$ cat config.mk
export PLATFORM = sky130hd
export DESIGN_NAME = ascii_param_link_engine
export DESIGN_NICKNAME = d
export VERILOG_FILES = /design/src/pkg/ascii_link_pkg.sv /design/src/hdl/ascii_param_link_engine.sv
export SDC_FILE = /design/constraint.sdc
export NUM_CORES = 1
export LEC_CHECK = 0
export BUFFER_PORTS_ARGS = -buffer_cell sky130_fd_sc_hd__buf_2
export CAP_MARGIN = 20
export CORE_UTILIZATION = 51
export DETAILED_ROUTE_END_ITERATION = 10
export PLACE_DENSITY = 0.77
export SLEW_MARGIN = 20
export SYNTH_ARGS = -nofsm -noshare
export SYNTH_HDL_FRONTEND = slang
export SYNTH_SLANG_ARGS = --single-unit
$ cat constraint.sdc
create_clock -name core_clk -period 3.1 [get_ports core_clk]
set_clock_uncertainty 0.2 [all_clocks]
set_input_delay 0.31 -clock core_clk [delete_from_list [all_inputs] [get_ports core_clk]]
set_output_delay 0.31 -clock core_clk [all_outputs]
set_load 0.02 [all_outputs]
$ cat src/pkg/ascii_link_pkg.sv
// constants and state type for the ascii parameter link engine
package ascii_link_pkg;
  // ------------------------------------------------------------
  // character framing and control codes
  // ------------------------------------------------------------
  localparam int          CHAR_W   = 7;
  localparam logic [6:0]  EOT_C    = 7'h04;
  localparam logic [6:0]  ENQ_C    = 7'h05;
  localparam logic [6:0]  STX_C    = 7'h02;
  localparam logic [6:0]  ETX_C    = 7'h03;
  localparam logic [6:0]  ACK_C    = 7'h06;
  localparam logic [6:0]  NAK_C    = 7'h15;
  localparam logic [6:0]  BS_C     = 7'h08;
  localparam logic [6:0]  DIGIT_0  = 7'h30;
  localparam logic [6:0]  DIGIT_9  = 7'h39;
  localparam logic [6:0]  BCC_LIFT = 7'h20;
  // ------------------------------------------------------------
  // message geometry and mode setting
  // ------------------------------------------------------------
  localparam int          DATA_MAX   = 7;
  localparam logic [2:0]  ADDR_LAST  = 3'h3;
  localparam logic [2:0]  PARAM_LAST = 3'h3;
  localparam logic [3:0]  TX_DATA0   = 4'h5;
  localparam logic [1:0]  MODE_ASCII = 2'h0;
  localparam logic [1:0]  MODE_RTU   = 2'h1;
  // ------------------------------------------------------------
  // engine states
  // ------------------------------------------------------------
  typedef enum logic [3:0] {
    ST_IDLE  = 4'h0,
    ST_ADDR  = 4'h1,
    ST_POST  = 4'h2,
    ST_PARAM = 4'h3,
    ST_ENQ   = 4'h4,
    ST_DATA  = 4'h5,
    ST_BCC   = 4'h6,
    ST_RDW   = 4'h7,
    ST_WRW   = 4'h8,
    ST_TX    = 4'h9,
    ST_DRAIN = 4'hA
  } state_t;
endpackage

$ cat src/hdl/ascii_param_link_engine.sv
// message engine of the ascii parameter serial protocol
// Contract
// - check char is xor of all chars after start-of-text through end-of-text.
// - accumulator loads first char after start-of-text, then xors each next.
// - xor result below 32 gets 32 added.
// - after valid read reply, nak/ack/bs re-reads same/next/previous parameter.
// - full write: eot, group x2, unit x2, stx, 4 digits, data, etx, check.
// - write data field variable, at most seven characters.
// - nak for too long data, bad parameter, read-only, or check mismatch.
// - single ack only after the value is accepted and applied.
// - after answered full write, a write may start at stx without address.
// - short re-write unusable once another drive addressed or no answer.
// - protected mode setting 0..2; 0 ascii default, 1 modbus rtu.
// - char is start, seven data bits lsb first, even parity, stop.
// - eot 04, enq 05, stx 02, etx 03, ack 06, nak 15, bs 08 hex.
// - group or all-group address: act but never transmit an answer.
// - read is eot, address, 4 digits, enq; reply stx, param, data, etx, check.
module ascii_param_link_engine
(
  input  wire logic        core_clk,
  input  wire logic        srst,
  input  wire logic [1:0]  comm_mode,
  input  wire logic [6:0]  own_group_digit,
  input  wire logic [6:0]  own_unit_digit,
  input  wire logic        rx_valid,
  input  wire logic [6:0]  rx_data,
  input  wire logic        rx_parity_err,
  output logic             tx_valid,
  output logic [6:0]       tx_data,
  input  wire logic        tx_ready,
  input  wire logic        uart_tx_busy,
  output logic             line_drive_en,
  output logic             rd_req,
  output logic             wr_req,
  output logic [27:0]      param_id,
  output logic [48:0]      param_data,
  output logic [2:0]       param_len,
  input  wire logic        rd_done,
  input  wire logic        rd_ok,
  input  wire logic [48:0] rd_data,
  input  wire logic [2:0]  rd_len,
  input  wire logic        wr_done,
  input  wire logic        wr_ok
);
  // ------------------------------------------------------------
  // helpers
  // ------------------------------------------------------------
  // fold the xor result out of the control range
  function automatic logic [6:0] fold(input logic [6:0] x);
    fold = (x < ascii_link_pkg::BCC_LIFT) ? x + ascii_link_pkg::BCC_LIFT : x;
  endfunction

  // step the two parameter digits up or down, wrapping 00..99
  function automatic logic [13:0] step(input logic [13:0] p, input logic up);
    logic [6:0] hi;
    logic [6:0] lo;
    hi = p[13:7];
    lo = p[6:0];
    if (up)
    begin
      lo = (lo == ascii_link_pkg::DIGIT_9) ? ascii_link_pkg::DIGIT_0 : lo + 7'h01;
      if (lo == ascii_link_pkg::DIGIT_0)
        hi = (hi == ascii_link_pkg::DIGIT_9) ? ascii_link_pkg::DIGIT_0 : hi + 7'h01;
    end
    else
    begin
      if (lo == ascii_link_pkg::DIGIT_0)
        hi = (hi == ascii_link_pkg::DIGIT_0) ? ascii_link_pkg::DIGIT_9 : hi - 7'h01;
      lo = (lo == ascii_link_pkg::DIGIT_0) ? ascii_link_pkg::DIGIT_9 : lo - 7'h01;
    end
    step = {hi, lo};
  endfunction

  // ------------------------------------------------------------
  // state
  // ------------------------------------------------------------
  ascii_link_pkg::state_t state_q, state_d;
  logic [3:0][6:0] addr_q, addr_d;
  logic [3:0][6:0] id_q, id_d;
  logic [6:0][6:0] data_q, data_d;
  logic [2:0]      cnt_q, cnt_d;
  logic [3:0]      dlen_q, dlen_d;
  logic [6:0]      acc_q, acc_d;
  logic            wr_q, wr_d;
  logic            bcast_q, bcast_d;
  logic            rewr_ok_q, rewr_ok_d;
  logic            rerd_ok_q, rerd_ok_d;
  logic            full_q, full_d;
  logic [6:0]      single_q, single_d;
  logic [3:0]      tidx_q, tidx_d;
  logic            rdq_q, rdq_d;
  logic            wrq_q, wrq_d;
  logic            drv_q, drv_d;
  logic            push;
  logic [6:0]      push_ch;
  logic            buf_ready;
  logic [3:0]      last_idx;
  logic            active;
  logic            adr_ok;
  logic            adr_unit;
  logic            adr_grp;

  assign active = (comm_mode == ascii_link_pkg::MODE_ASCII);
  assign last_idx = ascii_link_pkg::TX_DATA0 + dlen_q + 4'h1;

  // address check on the fourth digit, using the live char as unit copy
  always_comb
  begin
    adr_ok   = (addr_q[0] == addr_q[1]) && (addr_q[2] == rx_data);
    adr_unit = (addr_q[0] == own_group_digit) && (rx_data == own_unit_digit);
    adr_grp  = (rx_data == ascii_link_pkg::DIGIT_0)
               && ((addr_q[0] == own_group_digit) || (addr_q[0] == ascii_link_pkg::DIGIT_0));
  end

  // ------------------------------------------------------------
  // message engine
  // ------------------------------------------------------------
  // next values; rx chars are ignored while replying (half duplex)
  always_comb
  begin
    state_d   = state_q;
    addr_d    = addr_q;
    id_d      = id_q;
    data_d    = data_q;
    cnt_d     = cnt_q;
    dlen_d    = dlen_q;
    acc_d     = acc_q;
    wr_d      = wr_q;
    bcast_d   = bcast_q;
    rewr_ok_d = rewr_ok_q;
    rerd_ok_d = rerd_ok_q;
    full_d    = full_q;
    single_d  = single_q;
    tidx_d    = tidx_q;
    rdq_d     = rdq_q;
    wrq_d     = wrq_q;
    drv_d     = drv_q;
    push      = 1'b0;
    push_ch   = single_q;
    unique case (state_q)
      ascii_link_pkg::ST_TX, ascii_link_pkg::ST_DRAIN,
      ascii_link_pkg::ST_RDW, ascii_link_pkg::ST_WRW: ;
      default:
      begin
        if (rx_valid && rx_parity_err)
          state_d = ascii_link_pkg::ST_IDLE;
        else if (rx_valid && rx_data == ascii_link_pkg::EOT_C)
        begin
          state_d = ascii_link_pkg::ST_ADDR;
          cnt_d   = 3'h0;
        end
      end
    endcase
    unique case (state_q)
      ascii_link_pkg::ST_IDLE:
      begin
        if (rx_valid && !rx_parity_err && rx_data == ascii_link_pkg::STX_C && rewr_ok_q)
        begin
          state_d = ascii_link_pkg::ST_PARAM;
          wr_d    = 1'b1;
          bcast_d = 1'b0;
          cnt_d   = 3'h0;
          acc_d   = 7'h00;
        end
        else if (rx_valid && !rx_parity_err && rerd_ok_q
                 && (rx_data == ascii_link_pkg::NAK_C || rx_data == ascii_link_pkg::ACK_C
                     || rx_data == ascii_link_pkg::BS_C))
        begin
          if (rx_data != ascii_link_pkg::NAK_C)
            {id_d[2], id_d[3]} = step({id_q[2], id_q[3]}, rx_data == ascii_link_pkg::ACK_C);
          rdq_d   = 1'b1;
          state_d = ascii_link_pkg::ST_RDW;
        end
      end
      ascii_link_pkg::ST_ADDR:
      begin
        if (rx_valid && !rx_parity_err && rx_data != ascii_link_pkg::EOT_C)
        begin
          addr_d[cnt_q] = rx_data;
          cnt_d         = cnt_q + 3'h1;
          if (cnt_q == ascii_link_pkg::ADDR_LAST)
          begin
            rewr_ok_d = 1'b0;
            rerd_ok_d = 1'b0;
            bcast_d   = !adr_unit;
            state_d   = (adr_ok && (adr_unit || adr_grp))
                        ? ascii_link_pkg::ST_POST : ascii_link_pkg::ST_IDLE;
          end
        end
      end
      ascii_link_pkg::ST_POST:
      begin
        if (rx_valid && !rx_parity_err && rx_data != ascii_link_pkg::EOT_C)
        begin
          cnt_d   = 3'h0;
          acc_d   = 7'h00;
          wr_d    = (rx_data == ascii_link_pkg::STX_C);
          state_d = ascii_link_pkg::ST_PARAM;
          if (rx_data != ascii_link_pkg::STX_C)
          begin
            id_d[0] = rx_data;
            cnt_d   = 3'h1;
          end
        end
      end
      ascii_link_pkg::ST_PARAM:
      begin
        if (rx_valid && !rx_parity_err && rx_data != ascii_link_pkg::EOT_C)
        begin
          id_d[cnt_q] = rx_data;
          acc_d       = acc_q ^ rx_data;
          cnt_d       = cnt_q + 3'h1;
          dlen_d      = 4'h0;
          if (cnt_q == ascii_link_pkg::PARAM_LAST)
            state_d = wr_q ? ascii_link_pkg::ST_DATA : ascii_link_pkg::ST_ENQ;
        end
      end
      ascii_link_pkg::ST_ENQ:
      begin
        if (rx_valid && !rx_parity_err && rx_data != ascii_link_pkg::EOT_C)
        begin
          state_d = ascii_link_pkg::ST_IDLE;
          if (rx_data == ascii_link_pkg::ENQ_C && !bcast_q)
          begin
            rdq_d   = 1'b1;
            state_d = ascii_link_pkg::ST_RDW;
          end
        end
      end
      ascii_link_pkg::ST_DATA:
      begin
        if (rx_valid && !rx_parity_err && rx_data != ascii_link_pkg::EOT_C)
        begin
          acc_d = acc_q ^ rx_data;
          if (rx_data == ascii_link_pkg::ETX_C)
            state_d = ascii_link_pkg::ST_BCC;
          else if (dlen_q != 4'(ascii_link_pkg::DATA_MAX + 1))
          begin
            if (dlen_q < 4'(ascii_link_pkg::DATA_MAX))
              data_d[dlen_q[2:0]] = rx_data;
            dlen_d = dlen_q + 4'h1;
          end
        end
      end
      ascii_link_pkg::ST_BCC:
      begin
        if (rx_valid && !rx_parity_err && rx_data != ascii_link_pkg::EOT_C)
        begin
          if (rx_data == fold(acc_q) && dlen_q != 4'h0
              && dlen_q <= 4'(ascii_link_pkg::DATA_MAX))
          begin
            wrq_d   = 1'b1;
            state_d = ascii_link_pkg::ST_WRW;
          end
          else
          begin
            single_d = ascii_link_pkg::NAK_C;
            full_d   = 1'b0;
            tidx_d   = 4'h0;
            drv_d    = !bcast_q;
            state_d  = bcast_q ? ascii_link_pkg::ST_IDLE : ascii_link_pkg::ST_TX;
            rewr_ok_d = !bcast_q;
          end
        end
      end
      ascii_link_pkg::ST_WRW:
      begin
        if (wr_done)
        begin
          wrq_d     = 1'b0;
          single_d  = wr_ok ? ascii_link_pkg::ACK_C : ascii_link_pkg::NAK_C;
          full_d    = 1'b0;
          tidx_d    = 4'h0;
          drv_d     = !bcast_q;
          rewr_ok_d = !bcast_q;
          state_d   = bcast_q ? ascii_link_pkg::ST_IDLE : ascii_link_pkg::ST_TX;
        end
      end
      ascii_link_pkg::ST_RDW:
      begin
        if (rd_done)
        begin
          rdq_d    = 1'b0;
          full_d   = rd_ok;
          single_d = ascii_link_pkg::EOT_C;
          data_d   = rd_data;
          dlen_d   = {1'b0, rd_len};
          acc_d    = 7'h00;
          tidx_d   = 4'h0;
          drv_d    = 1'b1;
          state_d  = ascii_link_pkg::ST_TX;
        end
      end
      ascii_link_pkg::ST_TX:
      begin
        if (buf_ready)
        begin
          push = 1'b1;
          if (!full_q)
            push_ch = single_q;
          else if (tidx_q == 4'h0)
            push_ch = ascii_link_pkg::STX_C;
          else if (tidx_q < ascii_link_pkg::TX_DATA0)
            push_ch = id_q[tidx_q[1:0] - 2'h1];
          else if (tidx_q < last_idx - 4'h1)
            push_ch = data_q[3'(tidx_q - ascii_link_pkg::TX_DATA0)];
          else if (tidx_q == last_idx - 4'h1)
            push_ch = ascii_link_pkg::ETX_C;
          else
            push_ch = fold(acc_q);
          if (tidx_q != 4'h0)
            acc_d = acc_q ^ push_ch;
          tidx_d = tidx_q + 4'h1;
          if (!full_q || tidx_q == last_idx)
          begin
            state_d   = ascii_link_pkg::ST_DRAIN;
            rerd_ok_d = full_q;
          end
        end
      end
      ascii_link_pkg::ST_DRAIN:
      begin
        if (!tx_valid && !uart_tx_busy)
        begin
          drv_d   = 1'b0;
          state_d = ascii_link_pkg::ST_IDLE;
        end
      end
      default: state_d = ascii_link_pkg::ST_IDLE;
    endcase
    if (!active)
    begin
      state_d   = ascii_link_pkg::ST_IDLE;
      rewr_ok_d = 1'b0;
      rerd_ok_d = 1'b0;
      rdq_d     = 1'b0;
      wrq_d     = 1'b0;
      drv_d     = 1'b0;
      push      = 1'b0;
    end
  end

  // engine registers
  always_ff @(posedge core_clk)
  begin
    if (srst)
    begin
      state_q   <= ascii_link_pkg::ST_IDLE;
      addr_q    <= '0;
      id_q      <= '0;
      data_q    <= '0;
      cnt_q     <= 3'h0;
      dlen_q    <= 4'h0;
      acc_q     <= 7'h00;
      wr_q      <= 1'b0;
      bcast_q   <= 1'b0;
      rewr_ok_q <= 1'b0;
      rerd_ok_q <= 1'b0;
      full_q    <= 1'b0;
      single_q  <= ascii_link_pkg::NAK_C;
      tidx_q    <= 4'h0;
      rdq_q     <= 1'b0;
      wrq_q     <= 1'b0;
      drv_q     <= 1'b0;
    end
    else
    begin
      state_q   <= state_d;
      addr_q    <= addr_d;
      id_q      <= id_d;
      data_q    <= data_d;
      cnt_q     <= cnt_d;
      dlen_q    <= dlen_d;
      acc_q     <= acc_d;
      wr_q      <= wr_d;
      bcast_q   <= bcast_d;
      rewr_ok_q <= rewr_ok_d;
      rerd_ok_q <= rerd_ok_d;
      full_q    <= full_d;
      single_q  <= single_d;
      tidx_q    <= tidx_d;
      rdq_q     <= rdq_d;
      wrq_q     <= wrq_d;
      drv_q     <= drv_d;
    end
  end

  assign rd_req        = rdq_q;
  assign wr_req        = wrq_q;
  assign param_id      = id_q;
  assign param_data    = data_q;
  assign param_len     = dlen_q[2:0];
  assign line_drive_en = drv_q;

  // ------------------------------------------------------------
  // two-entry transmit buffer
  // ------------------------------------------------------------
  // head feeds the uart directly so a stall never drops a char
  logic       hv_q, hv_d, tv_q, tv_d;
  logic [6:0] hd_q, hd_d, td_q, td_d;

  assign buf_ready = !tv_q;

  always_comb
  begin
    hv_d = hv_q;
    tv_d = tv_q;
    hd_d = hd_q;
    td_d = td_q;
    if (hv_q && tx_ready)
    begin
      hv_d = tv_q;
      hd_d = td_q;
      tv_d = 1'b0;
    end
    if (push && !hv_d)
    begin
      hv_d = 1'b1;
      hd_d = push_ch;
    end
    else if (push)
    begin
      tv_d = 1'b1;
      td_d = push_ch;
    end
  end

  // buffer registers
  always_ff @(posedge core_clk)
  begin
    if (srst)
    begin
      hv_q <= 1'b0;
      tv_q <= 1'b0;
      hd_q <= 7'h00;
      td_q <= 7'h00;
    end
    else
    begin
      hv_q <= hv_d;
      tv_q <= tv_d;
      hd_q <= hd_d;
      td_q <= td_d;
    end
  end

  assign tx_valid = hv_q;
  assign tx_data  = hd_q;
endmodule

* After elaboration in Yosys (flattened, before gate mapping)
Index checks and enable logic that the tools add are counted.
** Word-level totals
- Register bits after elaboration :: 158
- Input bits :: 85
- Output and inout port bits :: 91
- Word-level logic and storage cells :: 342
** Operators by class
- Add/subtract/negate cells :: 13
- Order comparisons :: 11
- Eq/ne operators :: 63
- Muxes and demuxes :: 144
- Bitwise logic cells :: 4
- Reductions and logical operators :: 74
** Operators by type and width (number)
- $mux 7 :: 36
- $mux 49 :: 5
- $mux 4 :: 31
- $pmux 49 s2 :: 1
- $bwmux 28 :: 2
- $bwmux 49 :: 1
- $eq 7x6->1 const B :: 7
- $ne 2x2->1 const B :: 24
- $pmux 4 s11 :: 1
- $mux 14 :: 3
- $reduce_and 6->1 :: 6
- $eq 7x7->1 :: 5
- $mux 1 :: 35
- $pmux 7 s5 :: 1
- $mux 28 :: 1
- $pmux 14 s2 :: 1
- $bmux 7 s3 :: 1
- $demux 7 s3 :: 1
- $eq 7x3->1 const B :: 3
- $mux 3 :: 7
- $pmux 7 s3 :: 1
- $logic_and 1x1->1 :: 20
- $eq 4x3->1 const B :: 4
- $pmux 4 s4 :: 1
- other kinds (58) :: 111

* Depth between registers and ports, before layout
- Depth in word-level cells :: 15
- Gate-level depth with buffers :: 13

* Least setup slack after synthesis
OpenSTA, ideal clock, no wires.
- Path type :: reg2reg
- From :: reg tidx_q[0]
- To :: reg acc_q[6]
- Setup time :: 0.080 ns
- Data arrival time :: 2.893 ns
- Required time :: 2.820 ns
- Path slack :: -0.073 ns
- Stages on the path, launching flop included :: 13
- Path buffers :: 5
- Path through :: dfxtp_1 > buf_2 > buf_2 > buf_2 > inv_1 > ha_1 > buf_2 > buf_1 > mux4_2 > a22oi_1 > a21oi_1 > o21ai_0 > nor3b_1
** On the way
- Cells in the longest elaborated chain, start to end :: 13
** Ends and longest elaborated chain
- start: declaration :: RTL line ascii_param_link_engine.sv:90 : logic [3:0] tidx_q, tidx_d;
- start signal: assignment :: RTL line ascii_param_link_engine.sv:381 : tidx_q <= tidx_d;
- $sub 3x3->3 :: RTL line ascii_param_link_engine.sv:306 : push_ch = data_q[3'(tidx_q - ascii_link_pkg::TX_DATA0)];
- $bmux 7 s3 :: RTL line ascii_param_link_engine.sv:306
- $mux 7 (not written as such) :: RTL line ascii_param_link_engine.sv:306
- $mux 7 :: RTL line ascii_param_link_engine.sv:305 : else if (tidx_q < last_idx - 4'h1)
- $mux 7 :: RTL line ascii_param_link_engine.sv:303 : else if (tidx_q < ascii_link_pkg::TX_DATA0)
- $mux 7 :: RTL line ascii_param_link_engine.sv:301 : else if (tidx_q == 4'h0)
- $mux 7 :: RTL line ascii_param_link_engine.sv:299 : if (!full_q)
- $mux 7 :: RTL line ascii_param_link_engine.sv:296 : if (buf_ready)
- $mux 7 :: RTL line ascii_param_link_engine.sv:154 : unique case (state_q)
- $xor 7x7->7 :: RTL line ascii_param_link_engine.sv:312 : acc_d = acc_q ^ push_ch;
- $mux 7 :: RTL line ascii_param_link_engine.sv:311 : if (tidx_q != 4'h0)
- $mux 7 :: RTL line ascii_param_link_engine.sv:296
- $pmux 7 s5 :: RTL line ascii_param_link_engine.sv:154
- end signal: assignment :: RTL line ascii_param_link_engine.sv:354 : acc_q <= 7'h00;
- end signal: assignment :: RTL line ascii_param_link_engine.sv:374 : acc_q <= acc_d;
- end: declaration :: RTL line ascii_param_link_engine.sv:83 : logic [6:0] acc_q, acc_d;
Several ways; a longest one is shown, not always the timed one. The select of a mux whose other input is x is not followed.
A chain may end at the register's enable or synchronous reset.

* Worst setup path after layout
- From :: reg dlen_q[1]
- To :: reg hd_q[1], in the netlist tx_data[1]
** On the way
- Cells in the longest elaborated chain, start to end :: 14
** Ends and longest elaborated chain
- start: declaration :: RTL line ascii_param_link_engine.sv:82 : logic [3:0] dlen_q, dlen_d;
- start signal: assignment :: RTL line ascii_param_link_engine.sv:373 : dlen_q <= dlen_d;
- $add 3x4->4 * :: RTL line ascii_param_link_engine.sv:104 : assign last_idx = ascii_link_pkg::TX_DATA0 + dlen_q + 4'h1;
- $add 4x1->4 * :: RTL line ascii_param_link_engine.sv:104
- $sub 4x1->4 * :: RTL line ascii_param_link_engine.sv:305, ascii_param_link_engine.sv:307
- parallel branches: the longest is 2 deep, another holds $lt 4x4->1
- $mux 7 * :: RTL line ascii_param_link_engine.sv:305
- $mux 7 * :: RTL line ascii_param_link_engine.sv:303
- $mux 7 * :: RTL line ascii_param_link_engine.sv:301
- $mux 7 * :: RTL line ascii_param_link_engine.sv:299
- $mux 7 * :: RTL line ascii_param_link_engine.sv:296
- $mux 7 * :: RTL line ascii_param_link_engine.sv:154
- $mux 7 * :: RTL line ascii_param_link_engine.sv:296
- $mux 7 * :: RTL line ascii_param_link_engine.sv:154
- $mux 7 * :: RTL line ascii_param_link_engine.sv:416 : if (push && !hv_d)
- end signal: assignment :: RTL line ascii_param_link_engine.sv:435 : hd_q <= 7'h00;
- end signal: assignment :: RTL line ascii_param_link_engine.sv:442 : hd_q <= hd_d;
- end: declaration :: RTL line ascii_param_link_engine.sv:400 : logic [6:0] hd_q, hd_d, td_q, td_d;
Mark *: on every way between the ends. The select of a mux whose other input is x is not followed.

==> summary.md <==
| Metric | Value |
|---|---|
| Outcome | `complete, no violations` |
| Die width | `139 µm` |
| Overall Power | `0.00434 W` |
| Vertical die dimension | `139 µm` |
| GRT Total Usage | `33.7%` |
| Total I/O pin count | `176` |
| Layout Cell Area excl Fill | `11,600 µm²` |
| Placer congestion estimate | `0.971` |
| Internal power of the cells | `0.00332 W` |
| Share of flip-flops with an asynchronous set or reset | `0%` |
| Starting Density | `52.8%` |
| EDFF count, synth | `0` |
| Total via count in the routed design | `10,300` |
| Synth top area share | `30.4%` |
| Total stage count of the critical path | `12` |
| Net count reported at finish | `1,495` |
| Max rail drop VDD | `566 µV` |
| Register bit total from synthesis | `146` |
| Antenna diode count | `0` |
| Number of iterations in the first detailed-routing pass | `5` |
| Crit Path Class | `flip-flop to flip-flop` |
| Crit path capture type | `flip-flop` |
| Post-CTS setup-driven buffer insertion count | `0` |
| CTS tree | `yes` |
| Crit path DAT | `3020 ps` |
| Number of warnings issued by yosys | `0` |
| Post-place instance area | `10,900 µm²` |
| Fin Setup TNS | `0 ps` |
| Number of different library cells in the post-synthesis netlist | `83` |
| Final Worst Setup Slack | `160 ps` |
| Shortest period the worst path allows | `2940 ps` |
| Critical path buffer and inverter count | `1` |
| Number of nets in the synthesized netlist | `1,328` |
| Area inside the core boundary | `18,200 µm²` |
| Tightest Pin Transition | `743 ps` |
| Type of the worst min-delay path | `input pin to flip-flop` |
| Psw | `0.00102 W` |
| Dpl ws | `141 ps` |
| Sinks on Clock Net | `146` |
| Internal reg-to-reg setup slack | `160 ps` |
| DIE AREA | `19,400 µm²` |
| DRT Wirelength | `32,800 µm` |
| Setup violations, final | `0` |
| Part of the total power dissipated in sequential elements | `43.2%` |
| Cell area after synthesis | `9620 µm²` |
| Routed vias/inst | `6.37` |
| Leading register cell type out of synthesis | `sky130_fd_sc_hd__dfxtp_1` |
| Switching share of power | `23.6%` |
| Vias in the first global route | `9,643` |
| Gate power share | `5.4%` |
| Crit path max fanout | `8` |
| Final period util | `94.8%` |
| Hold violation count in the final report | `0` |
| Pwr Density | `374 nW/µm²` |
| Most frequent cell after synthesis | `sky130_fd_sc_hd__dfxtp_1` |
| Routed length per instance | `20.2 µm` |
| HPWL Detailed | `23,600 µm` |
| Fraction of the yosys area taken by sequential cells | `30.4%` |
| Number of slew-limit violations in the final report | `0` |
| H-tree depth | `4` |
| Global-route wire length before repair | `51,700 µm` |
| Fraction of final layout cells with drive strength greater than 1 | `22.7%` |
| Minimum hold slack | `14.4 ps` |
| Max Cap Violations | `0` |
| Synthesized instance count | `1,215` |
| Post-route ant nets | `0` |
| Hold-critical path depth | `3` |
| Later-pin clock latency in the skew report | `430 ps` |
| Maximum clock path buffer count | `2` |
| Post-synthesis average cell area | `7.91 µm²` |
| Ranking of synthesized cells by area | `sky130_fd_sc_hd__dfxtp_1, sky130_fd_sc_hd__a21oi_1, sky130_fd_sc_hd__a211oi_1, sky130_fd_sc_hd__o21ai_0, sky130_fd_sc_hd__nand2_1` |
| Register-to-Register Path Depth | `12` |
| Number of CTS-inserted buffers | `17` |
| Leak | `4.49 nW` |
| CTS clock-pin slew for the worst setup and hold paths | `60 ps` |
| Cell type with the highest aggregate area in the netlist | `sky130_fd_sc_hd__dfxtp_1` |
| Clk pwr share | `51.4%` |
| Number of remaining DRC errors | `0` |
| IO buf count | `175` |
| Initial antenna violation count | `1` |
| List of cells traversed by the critical path | `buf_4, ha_1, nand2_1, nand2_1, xnor2_1, ha_1, a21o_1, or4_1, o2111ai_2, a41oi_2, nor2_1, a311oi_1` |
| Critical Path Max Stage Delay | `540 ps` |
| Area grow syn2layout | `20.8%` |
| Number of cell rows | `49` |
| Gr ovfl total | `0` |
| Top delay family on crit path | `simple AND/OR/NAND/NOR gates` |
| List of most frequent post-synthesis cells | `sky130_fd_sc_hd__dfxtp_1, sky130_fd_sc_hd__nand2_1, sky130_fd_sc_hd__a21oi_1, sky130_fd_sc_hd__nor2_1, sky130_fd_sc_hd__o21ai_0` |
| RSZ-0062 raised after global routing | `yes` |
| Maximum number of pins on one net before global-route repair | `58` |
| Master cell of the clock root buffer | `sky130_fd_sc_hd__clkbuf_16` |
| WP data required | `3180 ps` |
| Cell with the biggest individual delay on the critical path | `sky130_fd_sc_hd__or4_1` |
| Max_slew headroom | `50.2%` |
| Drt initial violations | `1,004` |
| Crit start category | `flip-flop` |
| F_max | `0.340 GHz` |
-- power by group through the flow --
stage	combinational [W]	clock (W)	sequential [W]
6_report	0.000233	0.00223	0.00188
3_5_place_dp	0.000223	0	0.00192
3_3_place_gp	0.000222	0	0.00192
5_1_grt	0.000244	0.00234	0.00187
2_1_floorplan	0.000104	0	0.00192
4_1_cts	0.000227	0.00224	0.00188
-- final timing paths --
kind                                from                       to
setup reg to reg  dlen_q[1]$_SDFFE_PP0P_  tx_data[1]$_SDFFE_PP0P_
hold reg to reg      rd_req$_SDFFE_PP0P_      rd_req$_SDFFE_PP0P_
hold / removal                rx_data[3]  addr_q[17]$_SDFFE_PP0P_
setup / recovery  dlen_q[1]$_SDFFE_PP0P_  tx_data[1]$_SDFFE_PP0P_
-- metrics by stage --
step,instances,util [%]
finish,1624,63.8
floorplan,1215,-
detailed placement,1590,60.0
global route,1624,63.8
global placement,1590,60.0
CTS,1624,63.6
-- layout by cell type, fill, tap and decap left out, drive strengths merged, types with 4 or more instances in the layout --
master,n
clkbuf,17
a32oi,6
and2,9
a221oi,17
xnor2,38
ha,28
a311oi,7
mux4,12
nor4,10
a21oi,104
mux2i,37
nor3b,5
o211ai,13
and3,6
o2111ai,6
o31ai,5
xor2,19
a31o,4
nand2,103
or3,60
a31oi,13
a21o,6
buf,240
a22oi,14
bufinv,4
a211oi,65
nand3,28
inv,44
nor2,101
nor2b,11
nor3,33
nand4,17
nand2b,10
dfxtp,146
clkinv,4
o21ai,94
-- tightest hold or removal path: stages --
cell                      delay, ps
sky130_fd_sc_hd__buf_2          150
sky130_fd_sc_hd__nand2_1         80
sky130_fd_sc_hd__a21oi_1         50
-- state kept, by name, summed over array words and instances, names as in the netlist, 2 cells and up --
| register | cells |
|---|---|
| acc_q | 7 |
| addr_q | 21 |
| cnt_q | 3 |
| dlen_q | 4 |
| param_data | 49 |
| param_id | 28 |
| single_q | 2 |
| state_q | 4 |
| td_q | 7 |
| tidx_q | 4 |
| tx_data | 7 |
-- routing by layer --
metal	global-route usage [%]	vias to the layer above	routed length, µm
met4	18.5	2	1500
li1	-	4834	-
met3	5.57	120	2740
met1	43.1	4817	13300
met2	54.4	574	15300
met5	0	-	13
-- layout make-up --
cell class	count	area, µm²
fillers	1560	6600
multi-input cells	935	6180
flip-flops and latches	146	2920
repair buffers	242	1440
clock buffers	17	425
well taps	229	287
clock inverters	15	205
inverters	40	150
-- logic make-up after synthesis --
logic type / after synthesis / share of synthesized area [%]
muxes: 52 / 7.01
DFF: 146 / 30.4
xor gates and xnor gates: 57 / 5.27
adders and majority gates: 28 / 3.64
and+or+nand+nor: 412 / 21.7
AOI/OAI and AO/OA: 386 / 26.3
buffers and inverters: 134 / 5.71
-- repair_timing --
| item | 4_1_cts | 5_1_grt |
|---|---|---|
| endpoints found under the hold margin | 2 | 0 |
| hold buffers | 2 | 0 |
| resized for setup | 0 | 5 |
| endpoints found under the setup margin | 0 | 12 |
Note: power is estimated with default switching activity, not from simulation.
